**src/core/pafo_regs.svh**
```systemverilog
// pin positions, thresholds and reset values for the port override block
`ifndef PAFO_REGS_SVH
`define PAFO_REGS_SVH

// port b pin positions
`define PAFO_B_SCK       3'd7
`define PAFO_B_MISO      3'd6
`define PAFO_B_MOSI      3'd5
`define PAFO_B_SS        3'd4
`define PAFO_B_AIN_MINUS 3'd3
`define PAFO_B_AIN_PLUS  3'd2
`define PAFO_B_CNT1      3'd1
`define PAFO_B_CNT0      3'd0

// port d pin positions inside the 3-bit d slice (pins 7..5)
`define PAFO_D_RD        2'd2
`define PAFO_D_WR        2'd1
`define PAFO_D_CMP1A     2'd0

// address mask thresholds: pin c[i] carries its address bit while mask < threshold
`define PAFO_MASK_THR_C7 3'h1
`define PAFO_MASK_THR_C6 3'h2
`define PAFO_MASK_THR_C5 3'h3
`define PAFO_MASK_THR_C4 3'h4
`define PAFO_MASK_THR_C3 3'h5
`define PAFO_MASK_THR_C2 3'h6
`define PAFO_MASK_THR_C1 3'h7
`define PAFO_MASK_THR_C0 3'h7

// reset values
`define PAFO_RST_BYTE    8'h00
`define PAFO_RST_BIT     1'b0

`endif

```
**src/core/pafo_pkg.sv**
```systemverilog
// types shared by the port override block
package pafo_pkg;

   // override bundle for one pin
   typedef struct packed {
      logic pull_override_en;
      logic pull_override_val;
      logic dir_override_en;
      logic dir_override_val;
      logic value_override_en;
      logic value_override_val;
   } pafo_ovr_t;

   // resolved pad drive for one pin
   typedef struct packed {
      logic pull_up;
      logic oe;
      logic out;
   } pafo_pad_t;

   // spi unit side signals
   typedef struct packed {
      logic spi_unit_on;
      logic spi_controller_select;
      logic sck_out;
      logic slave_out;
      logic master_out;
   } pafo_spi_t;

   // values steered to the on-chip units
   typedef struct packed {
      logic sck_in;
      logic master_in;
      logic slave_in;
      logic ss_level;
      logic ss_active;
      logic counter0_source_pin;
      logic counter1_source_pin;
      logic [1:0] analog_path;
   } pafo_unit_t;

endpackage

```
**src/core/pafo_override.sv**
```systemverilog
// alternate function override for port b, port c and port d pins 7..5
`timescale 1ns/100ps
module pafo_override
#(
   parameter int PORT_W = 8
)
(
   // clock and reset
   input  wire logic                  clk_i,
   input  wire logic                  sys_rst_i,
   // port registers and global pull-up control
   input  wire logic [PORT_W-1:0]     portb_out_i,
   input  wire logic [PORT_W-1:0]     portb_dir_i,
   input  wire logic [PORT_W-1:0]     portc_out_i,
   input  wire logic [PORT_W-1:0]     portc_dir_i,
   input  wire logic [2:0]            portd_out_i,
   input  wire logic [2:0]            portd_dir_i,
   input  wire logic                  global_pullup_off_i,
   // pin levels
   input  wire logic [PORT_W-1:0]     portb_pin_i,
   // spi unit
   input  pafo_pkg::pafo_spi_t        spi_i,
   // timers
   input  wire logic                  compare0_en_i,
   input  wire logic                  compare0_val_i,
   input  wire logic                  compare1_a_en_i,
   input  wire logic                  compare1_a_val_i,
   // external memory interface
   input  wire logic                  ext_mem_enable_i,
   input  wire logic [2:0]            ext_addr_mask_i,
   input  wire logic [PORT_W-1:0]     ext_addr_hi_i,
   input  wire logic                  ext_rd_strobe_i,
   input  wire logic                  ext_wr_strobe_i,
   // pad drive
   output pafo_pkg::pafo_pad_t [PORT_W-1:0] portb_pad_o,
   output pafo_pkg::pafo_pad_t [PORT_W-1:0] portc_pad_o,
   output pafo_pkg::pafo_pad_t [2:0]        portd_pad_o,
   // values to the units
   output pafo_pkg::pafo_unit_t       unit_o
);
   import pafo_pkg::*;
`include "pafo_regs.svh"

   // pin positions and thresholds are fixed to an 8-bit port
   if (PORT_W != 8)
   begin : g_width_check
      $error("pafo_override: PORT_W must be 8");
   end

   // ****************************************************************
   // override resolution
   // ****************************************************************

   // register path pull-up only for an input pin with global pull-ups on
   function automatic pafo_pad_t resolve(input pafo_ovr_t ov, input logic out_bit,
                                         input logic dir_bit, input logic pull_off);
      pafo_pad_t p;
      p.pull_up = ov.pull_override_en  ? ov.pull_override_val
                                       : (out_bit & ~dir_bit & ~pull_off);
      p.oe      = ov.dir_override_en   ? ov.dir_override_val  : dir_bit;
      p.out     = ov.value_override_en ? ov.value_override_val : out_bit;
      return p;
   endfunction

   // external memory override pattern: output, no pull-up, drive a value
   function automatic pafo_ovr_t xmem_ovr(input logic en, input logic val);
      pafo_ovr_t o;
      o.pull_override_en   = en;
      o.pull_override_val  = 1'b0;
      o.dir_override_en    = en;
      o.dir_override_val   = 1'b1;
      o.value_override_en  = en;
      o.value_override_val = val;
      return o;
   endfunction

   localparam logic [2:0] MASK_THR [PORT_W] = '{`PAFO_MASK_THR_C7, `PAFO_MASK_THR_C6,
                                               `PAFO_MASK_THR_C5, `PAFO_MASK_THR_C4,
                                               `PAFO_MASK_THR_C3, `PAFO_MASK_THR_C2,
                                               `PAFO_MASK_THR_C1, `PAFO_MASK_THR_C0};

   // ****************************************************************
   // next values
   // ****************************************************************

   pafo_pad_t [PORT_W-1:0] portb_reg, portb_next;
   pafo_pad_t [PORT_W-1:0] portc_reg, portc_next;
   pafo_pad_t [2:0]        portd_reg, portd_next;
   pafo_unit_t             unit_reg,  unit_next;

   logic spi_slave;
   logic spi_master;
   // high during reset and one cycle after: checks skip the first load
   logic rst_d_reg;
   assign spi_slave  = spi_i.spi_unit_on & ~spi_i.spi_controller_select;
   assign spi_master = spi_i.spi_unit_on &  spi_i.spi_controller_select;

   always_comb
   begin
      pafo_ovr_t ovb [PORT_W];
      pafo_ovr_t ovc [PORT_W];
      pafo_ovr_t ovd [3];
      for (int i = 0; i < PORT_W; i++)
      begin
         ovb[i] = '0;
         ovc[i] = '0;
      end
      for (int i = 0; i < 3; i++)
         ovd[i] = '0;

      // slave mode forces sck, mosi, select to input; pull-up stays on output bit
      for (int i = 4; i < PORT_W; i++)
      begin
         ovb[i].pull_override_val = portb_out_i[i] & ~global_pullup_off_i;
         ovb[i].dir_override_val  = 1'b0;
      end
      ovb[`PAFO_B_SS].pull_override_en   = spi_slave;
      ovb[`PAFO_B_SS].dir_override_en    = spi_slave;
      ovb[`PAFO_B_SCK].pull_override_en  = spi_slave;
      ovb[`PAFO_B_SCK].dir_override_en   = spi_slave;
      ovb[`PAFO_B_SCK].value_override_en = spi_master;
      ovb[`PAFO_B_SCK].value_override_val = spi_i.sck_out;
      ovb[`PAFO_B_MOSI].pull_override_en  = spi_slave;
      ovb[`PAFO_B_MOSI].dir_override_en   = spi_slave;
      ovb[`PAFO_B_MOSI].value_override_en = spi_master;
      ovb[`PAFO_B_MOSI].value_override_val = spi_i.master_out;
      // data-in pin is input as master; as slave it carries slave out, direction from register
      ovb[`PAFO_B_MISO].pull_override_en  = spi_master;
      ovb[`PAFO_B_MISO].dir_override_en   = spi_master;
      ovb[`PAFO_B_MISO].value_override_en = spi_slave;
      ovb[`PAFO_B_MISO].value_override_val = spi_i.slave_out;

      // compare output and its pwm share one path; direction is software's
      ovb[`PAFO_B_CNT0].value_override_en  = compare0_en_i;
      ovb[`PAFO_B_CNT0].value_override_val = compare0_val_i;

      for (int i = 0; i < PORT_W; i++)
         ovc[i] = xmem_ovr(ext_mem_enable_i & (ext_addr_mask_i < MASK_THR[PORT_W-1-i]),
                           ext_addr_hi_i[i]);

      ovd[`PAFO_D_RD] = xmem_ovr(ext_mem_enable_i, ext_rd_strobe_i);
      ovd[`PAFO_D_WR] = xmem_ovr(ext_mem_enable_i, ext_wr_strobe_i);
      ovd[`PAFO_D_CMP1A].value_override_en  = compare1_a_en_i;
      ovd[`PAFO_D_CMP1A].value_override_val = compare1_a_val_i;

      for (int i = 0; i < PORT_W; i++)
      begin
         portb_next[i] = resolve(ovb[i], portb_out_i[i], portb_dir_i[i],
                                 global_pullup_off_i);
         portc_next[i] = resolve(ovc[i], portc_out_i[i], portc_dir_i[i],
                                 global_pullup_off_i);
      end
      for (int i = 0; i < 3; i++)
         portd_next[i] = resolve(ovd[i], portd_out_i[i], portd_dir_i[i],
                                 global_pullup_off_i);

      // unit inputs; comparator pins only mirrored, the analog path is outside
      unit_next.sck_in              = portb_pin_i[`PAFO_B_SCK];
      unit_next.master_in           = portb_pin_i[`PAFO_B_MISO];
      unit_next.slave_in            = portb_pin_i[`PAFO_B_MOSI];
      unit_next.ss_level            = portb_pin_i[`PAFO_B_SS];
      unit_next.ss_active           = spi_slave & ~portb_pin_i[`PAFO_B_SS];
      unit_next.counter0_source_pin = portb_pin_i[`PAFO_B_CNT0];
      unit_next.counter1_source_pin = portb_pin_i[`PAFO_B_CNT1];
      unit_next.analog_path         = {portb_pin_i[`PAFO_B_AIN_MINUS],
                                       portb_pin_i[`PAFO_B_AIN_PLUS]};
   end

   // ****************************************************************
   // registers
   // ****************************************************************

   always_ff @(posedge clk_i)
   begin
      if (sys_rst_i)
      begin
         portb_reg <= '0;
         portc_reg <= '0;
         portd_reg <= '0;
         unit_reg  <= '0;
         rst_d_reg <= 1'b1;
      end
      else
      begin
         rst_d_reg <= 1'b0;
         portb_reg <= portb_next;
         portc_reg <= portc_next;
         portd_reg <= portd_next;
         unit_reg  <= unit_next;
      end
   end

   assign portb_pad_o = portb_reg;
   assign portc_pad_o = portc_reg;
   assign portd_pad_o = portd_reg;
   assign unit_o      = unit_reg;
endmodule

```
**config.mk**
```make
export PLATFORM = sky130hd
export DESIGN_NAME = pafo_override
export DESIGN_NICKNAME = d
export VERILOG_FILES = /design/src/core/pafo_pkg.sv /design/src/core/pafo_override.sv
export VERILOG_INCLUDE_DIRS = /design/src /design/src/core
export SDC_FILE = /design/constraint.sdc
export NUM_CORES = 1
export LEC_CHECK = 0
export ABC_CLOCK_PERIOD_IN_PS = 1100
export BUFFER_PORTS_ARGS = -buffer_cell sky130_fd_sc_hd__buf_2
export CORE_MARGIN = 8
export CORE_UTILIZATION = 41
export CTS_BUF_LIST = sky130_fd_sc_hd__clkbuf_16
export CTS_CLUSTER_DIAMETER = 80
export DETAILED_ROUTE_END_ITERATION = 7
export PLACE_DENSITY_LB_ADDON = 0.05
export SLEW_MARGIN = 30
export SYNTH_ARGS = -nofsm -noshare
export SYNTH_HDL_FRONTEND = slang
export SYNTH_SLANG_ARGS = --single-unit
```
**constraint.sdc**
```tcl
create_clock -name clk_i -period 1.1 [get_ports clk_i]
set_input_delay 0.22 -clock clk_i [delete_from_list [all_inputs] [get_ports clk_i]]
set_output_delay 0.22 -clock clk_i [all_outputs]
set_load 0.05 [all_outputs]
```
Word-level counts from Yosys, hierarchy flattened
Index checks and enable logic that the tools add are counted.
{ "word_totals": {"regBits": 66, "input_bits": 72, "out_inout_bits": 66, "elab_cells": 185} }
{ "op_classes": {"order_cmp": 7, "muxes": 29, "n_bitwise": 74, "n_reduce_logical": 10} }
{ "op_table": {"columns": ["operator", "count"], "rows": [
  ["$and A1 B1 Y1", 52],
  ["$mux W1", 29],
  ["$not A1 Y1", 22],
  ["$reduce_or A2 Y1", 10],
  ["$lt A3 B3 Y1 const B", 4],
  ["$lt A3 B2 Y1 const B", 2],
  ["$lt A3 B1 Y1 const B", 1]
]} }

Logic depth before layout (Yosys ltp)
Gate-level depths: netlist of the first run.
{ "depth": {"ltp_word": 4, "depth_mapped": 4, "depth_no_buf": 3} }

Worst setup path after synthesis of the first run
Ideal clock, no wire load.
{ "synth_path": {"path_kind": "input -> register", "startpoint": "input port ext_mem_enable_i", "endpoint": "register portc_reg, in the netlist portc_pad_o[6]", "setup_time_ns": 0.128, "arrival_ns": 0.813, "required_time_ns": 0.972, "slack_ns": 0.159, "path_stages": 4, "path_buffers": 1, "cell_sequence": "buf_4 -> a21boi_1 -> mux2i_1 -> nor2_1"} }
{ "synth_between": {"elab_chain_cells": 2} }
{ "synth_rtl": {"columns": ["item", "line", "rtl"], "rows": [
  ["start, declared", "pafo_override.sv:29", "input wire logic ext_mem_enable_i,"],
  ["$and A1 B1 Y1", "pafo_override.sv:138", "ovc[i] = xmem_ovr(ext_mem_enable_i & (ext_addr_mask_i < MASK_THR[PORT_W-1-i]),"],
  ["$mux W1", "pafo_override.sv:61", "p.out = ov.value_override_en ? ov.value_override_val : out_bit;"],
  ["end signal, assigned", "pafo_override.sv:187", "portc_reg <= portc_next;"],
  ["end, declared", "pafo_override.sv:87", "pafo_pad_t [PORT_W-1:0] portc_reg, portc_next;"]
]} }
Every way passes these cells.
A chain may end at the register's enable or synchronous reset.

Worst setup path after layout of the first run
{ "layout_path": {"startpoint": "register portc_reg, in the netlist portc_pad_o[12]", "endpoint": "output port portc_pad_o[12] in the netlist's numbering"} }
{ "layout_lines": {"columns": ["item", "line", "rtl"], "rows": [
  ["end, declared", "pafo_override.sv:36", "output pafo_pkg::pafo_pad_t [PORT_W-1:0] portc_pad_o,"]
]} }
No word-level cell between the ends.

==> results of run 1 <==
layout make-up:
type	instances	area, um2
Multi-Input combinational cell	110	718
Clock buffer	9	225
Tap cell	70	87.6
Sequential cell	66	1320
Fill cell	444	1670
Timing Repair Buffer	145	921
Inverter	2	7.51
Clock inverter	7	55.1
final timing paths:
kind / from / to / slack [ns] / cells after the start
worst max-delay path: portc_pad_o[12] / portc_pad_o[12] / 0.02 / 1
worst min-delay path: portb_dir_i[0] / portb_pad_o[2] / 0.07 / 2
registers in the layout, indices dropped and copies added, names as in the netlist:
signal,cells
portb_pad_o,24
portc_pad_o,24
portd_pad_o,9
unit_o,9
synth_stat cells:
cell and number:
a2111oi_1 1, a21bo_1 2, a21boi_1 1, a21oi_1 8, a31oi_4 1, and2_1 3
and3_1 9, buf_2 1, buf_4 1, clkbuf_1 6, dfxtp_1 66, inv_1 1
inv_2 1, mux2i_1 11, nand2_1 7, nand2b_1 5, nand3_1 4, nor2_1 26
nor2b_1 17, nor2b_2 1, nor3_1 1, nor3b_1 5, nor3b_2 1, nor4b_2 2
nor4b_4 1, o21ai_2 1, o21ba_1 2, or2_1 1
repair_timing:
item / 4_1_cts / 5_1_grt
hold endpoints to repair: 0 / 0
endpoints found under the setup margin: 46 / 19
hold buffers: 0 / 0
gates resized for setup: 46 / 23
where the power goes:
group | internal (W) | switching, W | leakage (nW)
Combinational | 0.000354 | 0.000661 | 0.983
Sequential | 0.00252 | 0.0000318 | 0.546
Clock | 0.00171 | 0.000926 | 0.154
cells by family (layout without fill, tap and decap cells):
logic type	Yosys count	in the layout	share of synthesized area, %
compound gates	16	16	6.13
buf+inv	10	163	2.04
flops	66	66	63.5
mux	11	11	5.29
simple gates	83	83	23.1
metrics by stage:
step                hold slack (ns)  instance area, um2
global placement              0.395                2890
detailed placement            0.396                2890
floorplan                     0.291                2080
finish                       0.0726                3340
CTS                          0.0614                3290
global route                 0.0631                3340
routing by layer:
metal	part of all wire, %	wire, um
met1	36	2100
met2	48	2750
met3	14	793
met4	2.2	125
met5	0	0
==> results.txt, run 1 <==
Delay-heaviest family, CP: flip-flops
Final Util: 66.6%
Final Setup Violations: 0
Remaining Overflow, GRT: 0
Final hold vios: 0
Synthesized netlist cell count: 186
TritonCTS Buffers: 9
Share of cells above drive strength 1: 48.7%
Worst-path fanout max: 1
DRC viols: 0
HP Class: input port to register
Routed length per instance: 14.1 um
Crit path launch type: register
Measured slew at the worst slew-check pin: 0.309 ns
CTS tree: yes
Dpl cells: 393
Commonest non-fill, non-tap cell in the layout: buf_2
Count of cell types in the netlist: 28
Post-CTS setup buffer count: 0
Number of synthesized register bits: 66
Max-slew headroom: 79.3%
I/O pins: 138
GR met2 Demand/Resource: 23.8%
Routed via count: 1776
Drt via density: 4.34
Total routed wirelength: 5770 um
DRT antenna net count: 0
M3 GR Usage: 9.06%
Initial antenna violation count: 0
Met1 usage: 15.1%
Largest net degree at the start of global routing: 30
# diodes: 0
Die area: 7610 um2
Nets: 406
Clock Pin Slew Worst Setup and Hold Paths: 0.05 ns
Post-Syn Nets: 258
Highest-count cells in the layout ignoring fill and taps: buf_2 (72), dfxtp_1 (66), buf_4 (57), nor2_1 (26), nor2b_1 (17)
Final total power: 0.00620 W
Nature of the critical path endpoint: output port
Yosys top cell area share: 63.5%
Leak: 1.68 nW
First-pass GRT wire length: 8740 um
Rows: 26
Grt peak-use layer: met2
Yosys warns: 0
Worst path bufs/invs: 1
Synth top area cells: dfxtp_1 (63%), mux2i_1 (5.3%), nor2b_1 (5.1%), nor2_1 (4.7%), and3_1 (2.7%)
Die Wd: 87.3 um
Setup_tns: 0 ns
Slowest stage delay, CP: 0.31 ns
Synth Cell Area: 2080 um2
Buffers added on ports: 137
GR Util All Layers: 15.1%
Setup WS pre-CTS: 0.0126 ns
Number of global-route vias before repair: 1880
Die Y: 87.3 um
Fin cells: 409
Final WS setup: 0.0193 ns
Data arrival time of the worst path: 0.86 ns
Core area: 5010 um2
DR iter-0 viols: 42
Crit Path Category: register to output port
DPL Wire Length: 4500 um
Gpl congestion: 0.701
Status: finished, final reports clean
Router iterations before antenna repair: 4
Root buffer cell: clkbuf_16
Fin crit share: 98.2%
Max Slew Vio Count: 0
Final min period: 1.08 ns
Clock sinks: 66
Area growth, synth to finish: 60.2%
Peak VDD IR: 1560 uV
Fmax achieved: 925 MHz
Power Dens Cells: 1860 nW/um2
Clock Path Buffers: 2
Crit-path cells: clkbuf_4
Starting density of the core: 41.6%
Average size of a mapped cell: 11.2 um2
WP data required: 0.88 ns
H-tree depth: 3
Cell taking the most area after synthesis: dfxtp_1
Seq/Total Area, Yosys: 63.5%
Critical path's slowest cell: dfxtp_1
MaxCap Viol Count: 0
No activity file was read; power rests on OpenSTA's default activity.
==> run 2, diff against run 1 <==
Settings changed: ABC_AREA set to 1, CORE_UTILIZATION 41 to 42.
==> results.txt, run 2 <==
Count of cell types in the netlist: 29
Final Util: 66.3%
HP Class: input port to register
Gpl congestion: 0.739
Delay-heaviest family, CP: flip-flops
Post-Syn Nets: 319
Leak: 1.84 nW
Highest-count cells in the layout ignoring fill and taps: buf_2 (71), dfxtp_1 (66), buf_4 (52), inv_1 (41), nor2_1 (39)
Synth Area in Compound Gates: 7.66%
Peak VDD IR: 1110 uV
Number of global-route vias before repair: 2074
Total routed wirelength: 6090 um
Post-synthesis mux area share: 0%
Critical hold path startpoint: portb_dir_i[2]
Drt via density: 4.32
Buffers added on ports: 137
Hold Path Cell Cnt: 2
Data arrival time of the worst path: 0.86 ns
Synth Cell Area: 2270 um2
Post-Synth Simple-Gate Area: 22.7%
Fmax achieved: 926 MHz
Routed via count: 2013
Commonest cells in the synthesized netlist: dfxtp_1 (66), inv_1 (40), nor2_1 (39)
Final Setup Violations: 0
Commonest non-fill, non-tap cell in the layout: buf_2
Status: finished, final reports clean
Die area: 8010 um2
TritonCTS Buffers: 9
Worst-path fanout max: 1
Setup_tns: 0 ns
Yosys top cell area share: 58.2%
Yosys warns: 0
Die Wd: 89.5 um
RSZ-0062 raised after global routing: false
Average size of a mapped cell: 9.19 um2
Post-Synth XOR/XNOR Area: 0%
Crit-path cells: buf_4
Root buffer cell: clkbuf_16
Post-Synth Adder-Cell Area: 0%
CTS tree: yes
Cell taking the most area after synthesis: dfxtp_1
Die Y: 89.5 um
Crit path launch type: register
Largest net degree at the start of global routing: 27
# diodes: 0
Rows: 26
Nature of the critical path endpoint: output port
Final min period: 1.08 ns
Share of cells above drive strength 1: 49.0%
Fin crit share: 98.2%
Initial antenna violation count: 0
DRC viols: 0
Core area: 5170 um2
Dpl cells: 451
Nets: 464
Max Slew Vio Count: 0
Synth top area cells: dfxtp_1 (58%), inv_1 (6.6%), nor2_1 (6.4%), nand2_1 (4.3%), nor3_2 (4.0%)
Remaining Overflow, GRT: 0
DPL Wire Length: 4800 um
Synthesized netlist cell count: 247
EDFF count, synth: 0
DR iter-0 viols: 34
Slowest stage delay, CP: 0.34 ns
H-tree depth: 3
I/O pins: 138
GR Util All Layers: 15.7%
Clock sinks: 66
Routed length per instance: 13.1 um
Number of synthesized register bits: 66
Clock Path Buffers: 2
Starting density of the core: 43.9%
WP data required: 0.88 ns
Crit Path Category: register to output port
Clock Pin Slew Worst Setup and Hold Paths: 0.05 ns
Min-Delay Endpoint: portb_pad_o[8]
DRT antenna net count: 0
Worst path bufs/invs: 1
Router iterations before antenna repair: 5
Final hold vios: 0
Share of flip-flops with an asynchronous set or reset: 0%
Top_reg_cell synth: dfxtp_1
# fillers: 480
First-pass GRT wire length: 9360 um
Fin cells: 466
Most frequent cell after synthesis: dfxtp_1
Critical path's slowest cell: dfxtp_1
MaxCap Viol Count: 0
Power Dens Cells: 1750 nW/um2
Max-slew headroom: 81.5%
Measured slew at the worst slew-check pin: 0.278 ns
Largest family of logic cells by synthesized area: simple AND/OR/NAND/NOR gates
Seq/Total Area, Yosys: 58.2%
Area growth, synth to finish: 51.0%
[run 2: cell types whose count changed after synthesis, sizes merged, moves of 9 or more]
cell and delta:
o21ai +11, nor3 +9, nand2 +27, mux2i -11
nor2b -18, inv +44, nor2 +19
[run 2: area by class of cell]
cell class	instances	area, um2	share of cell area, %
Timing Repair Buffer	141	893	26.1
Clock buffer	9	225	6.57
Clock inverter	6	26.3	0.767
Sequential cell	66	1320	38.6
Multi-Input combinational cell	126	688	20.1
Tap cell	70	87.6	2.56
Inverter	48	185	5.40
[run 2: power breakdown]
| part | switching (W) | internal (W) | total [W] |
|---|---|---|---|
| Combinational | 0.000725 | 0.000338 | 0.00106 |
| Clock | 0.000928 | 0.00147 | 0.00240 |
| Sequential | 0.0000321 | 0.00252 | 0.00255 |
[run 2: how the worst max path moves through the flow]
| stage | endpoint | cells past startpoint | startpoint |
|---|---|---|---|
| 2_1_floorplan | portc_pad_o[21] | 6 | sys_rst_i |
| 3_3_place_gp | portc_pad_o[15] | 7 | ext_mem_enable_i |
| 3_5_place_dp | portc_pad_o[12] | 5 | ext_mem_enable_i |
| 4_1_cts | portb_pad_o[7] | 1 | portb_pad_o[7] |
| 5_1_grt | portc_pad_o[10] | 1 | portc_pad_o[10] |
| 6_report | portc_pad_o[10] | 1 | portc_pad_o[10] |
[run 2: per-layer routing]
metal,global-route usage (%),part of all wire (%)
met5,0,0
met4,6.34,0.87
met3,7.44,12
met2,26.0,50
met1,17.0,38
[run 2: logic make-up (layout without fill, tap and decap cells)]
| group | count (synthesis) | after routing |
|---|---|---|
| flops | 66 | 66 |
| buf+inv | 55 | 204 |
| simple gates | 99 | 99 |
| compound gates | 27 | 27 |
[run 2: what timing repair did]
| item | in CTS | in global routing |
|---|---|---|
| setup buffers | 0 | 0 |
| hold buffers | 0 | 0 |
| resized for setup | 46 | 23 |
| setup endpoints to repair | 46 | 20 |
[run 2: stage by stage]
step / power, W / hold WS [ns] / setup WS, ns / cell area, um2
floorplan: 0.00328 / 0.288 / 0.267 / 2270
global placement: 0.00359 / 0.402 / 0.124 / 3010
detailed placement: 0.00360 / 0.404 / 0.0702 / 3010
CTS: 0.00605 / 0.0640 / 0.0000368 / 3380
global route: 0.00629 / 0.0655 / 0.00110 / 3430
finish: 0.00601 / 0.0724 / 0.0202 / 3430
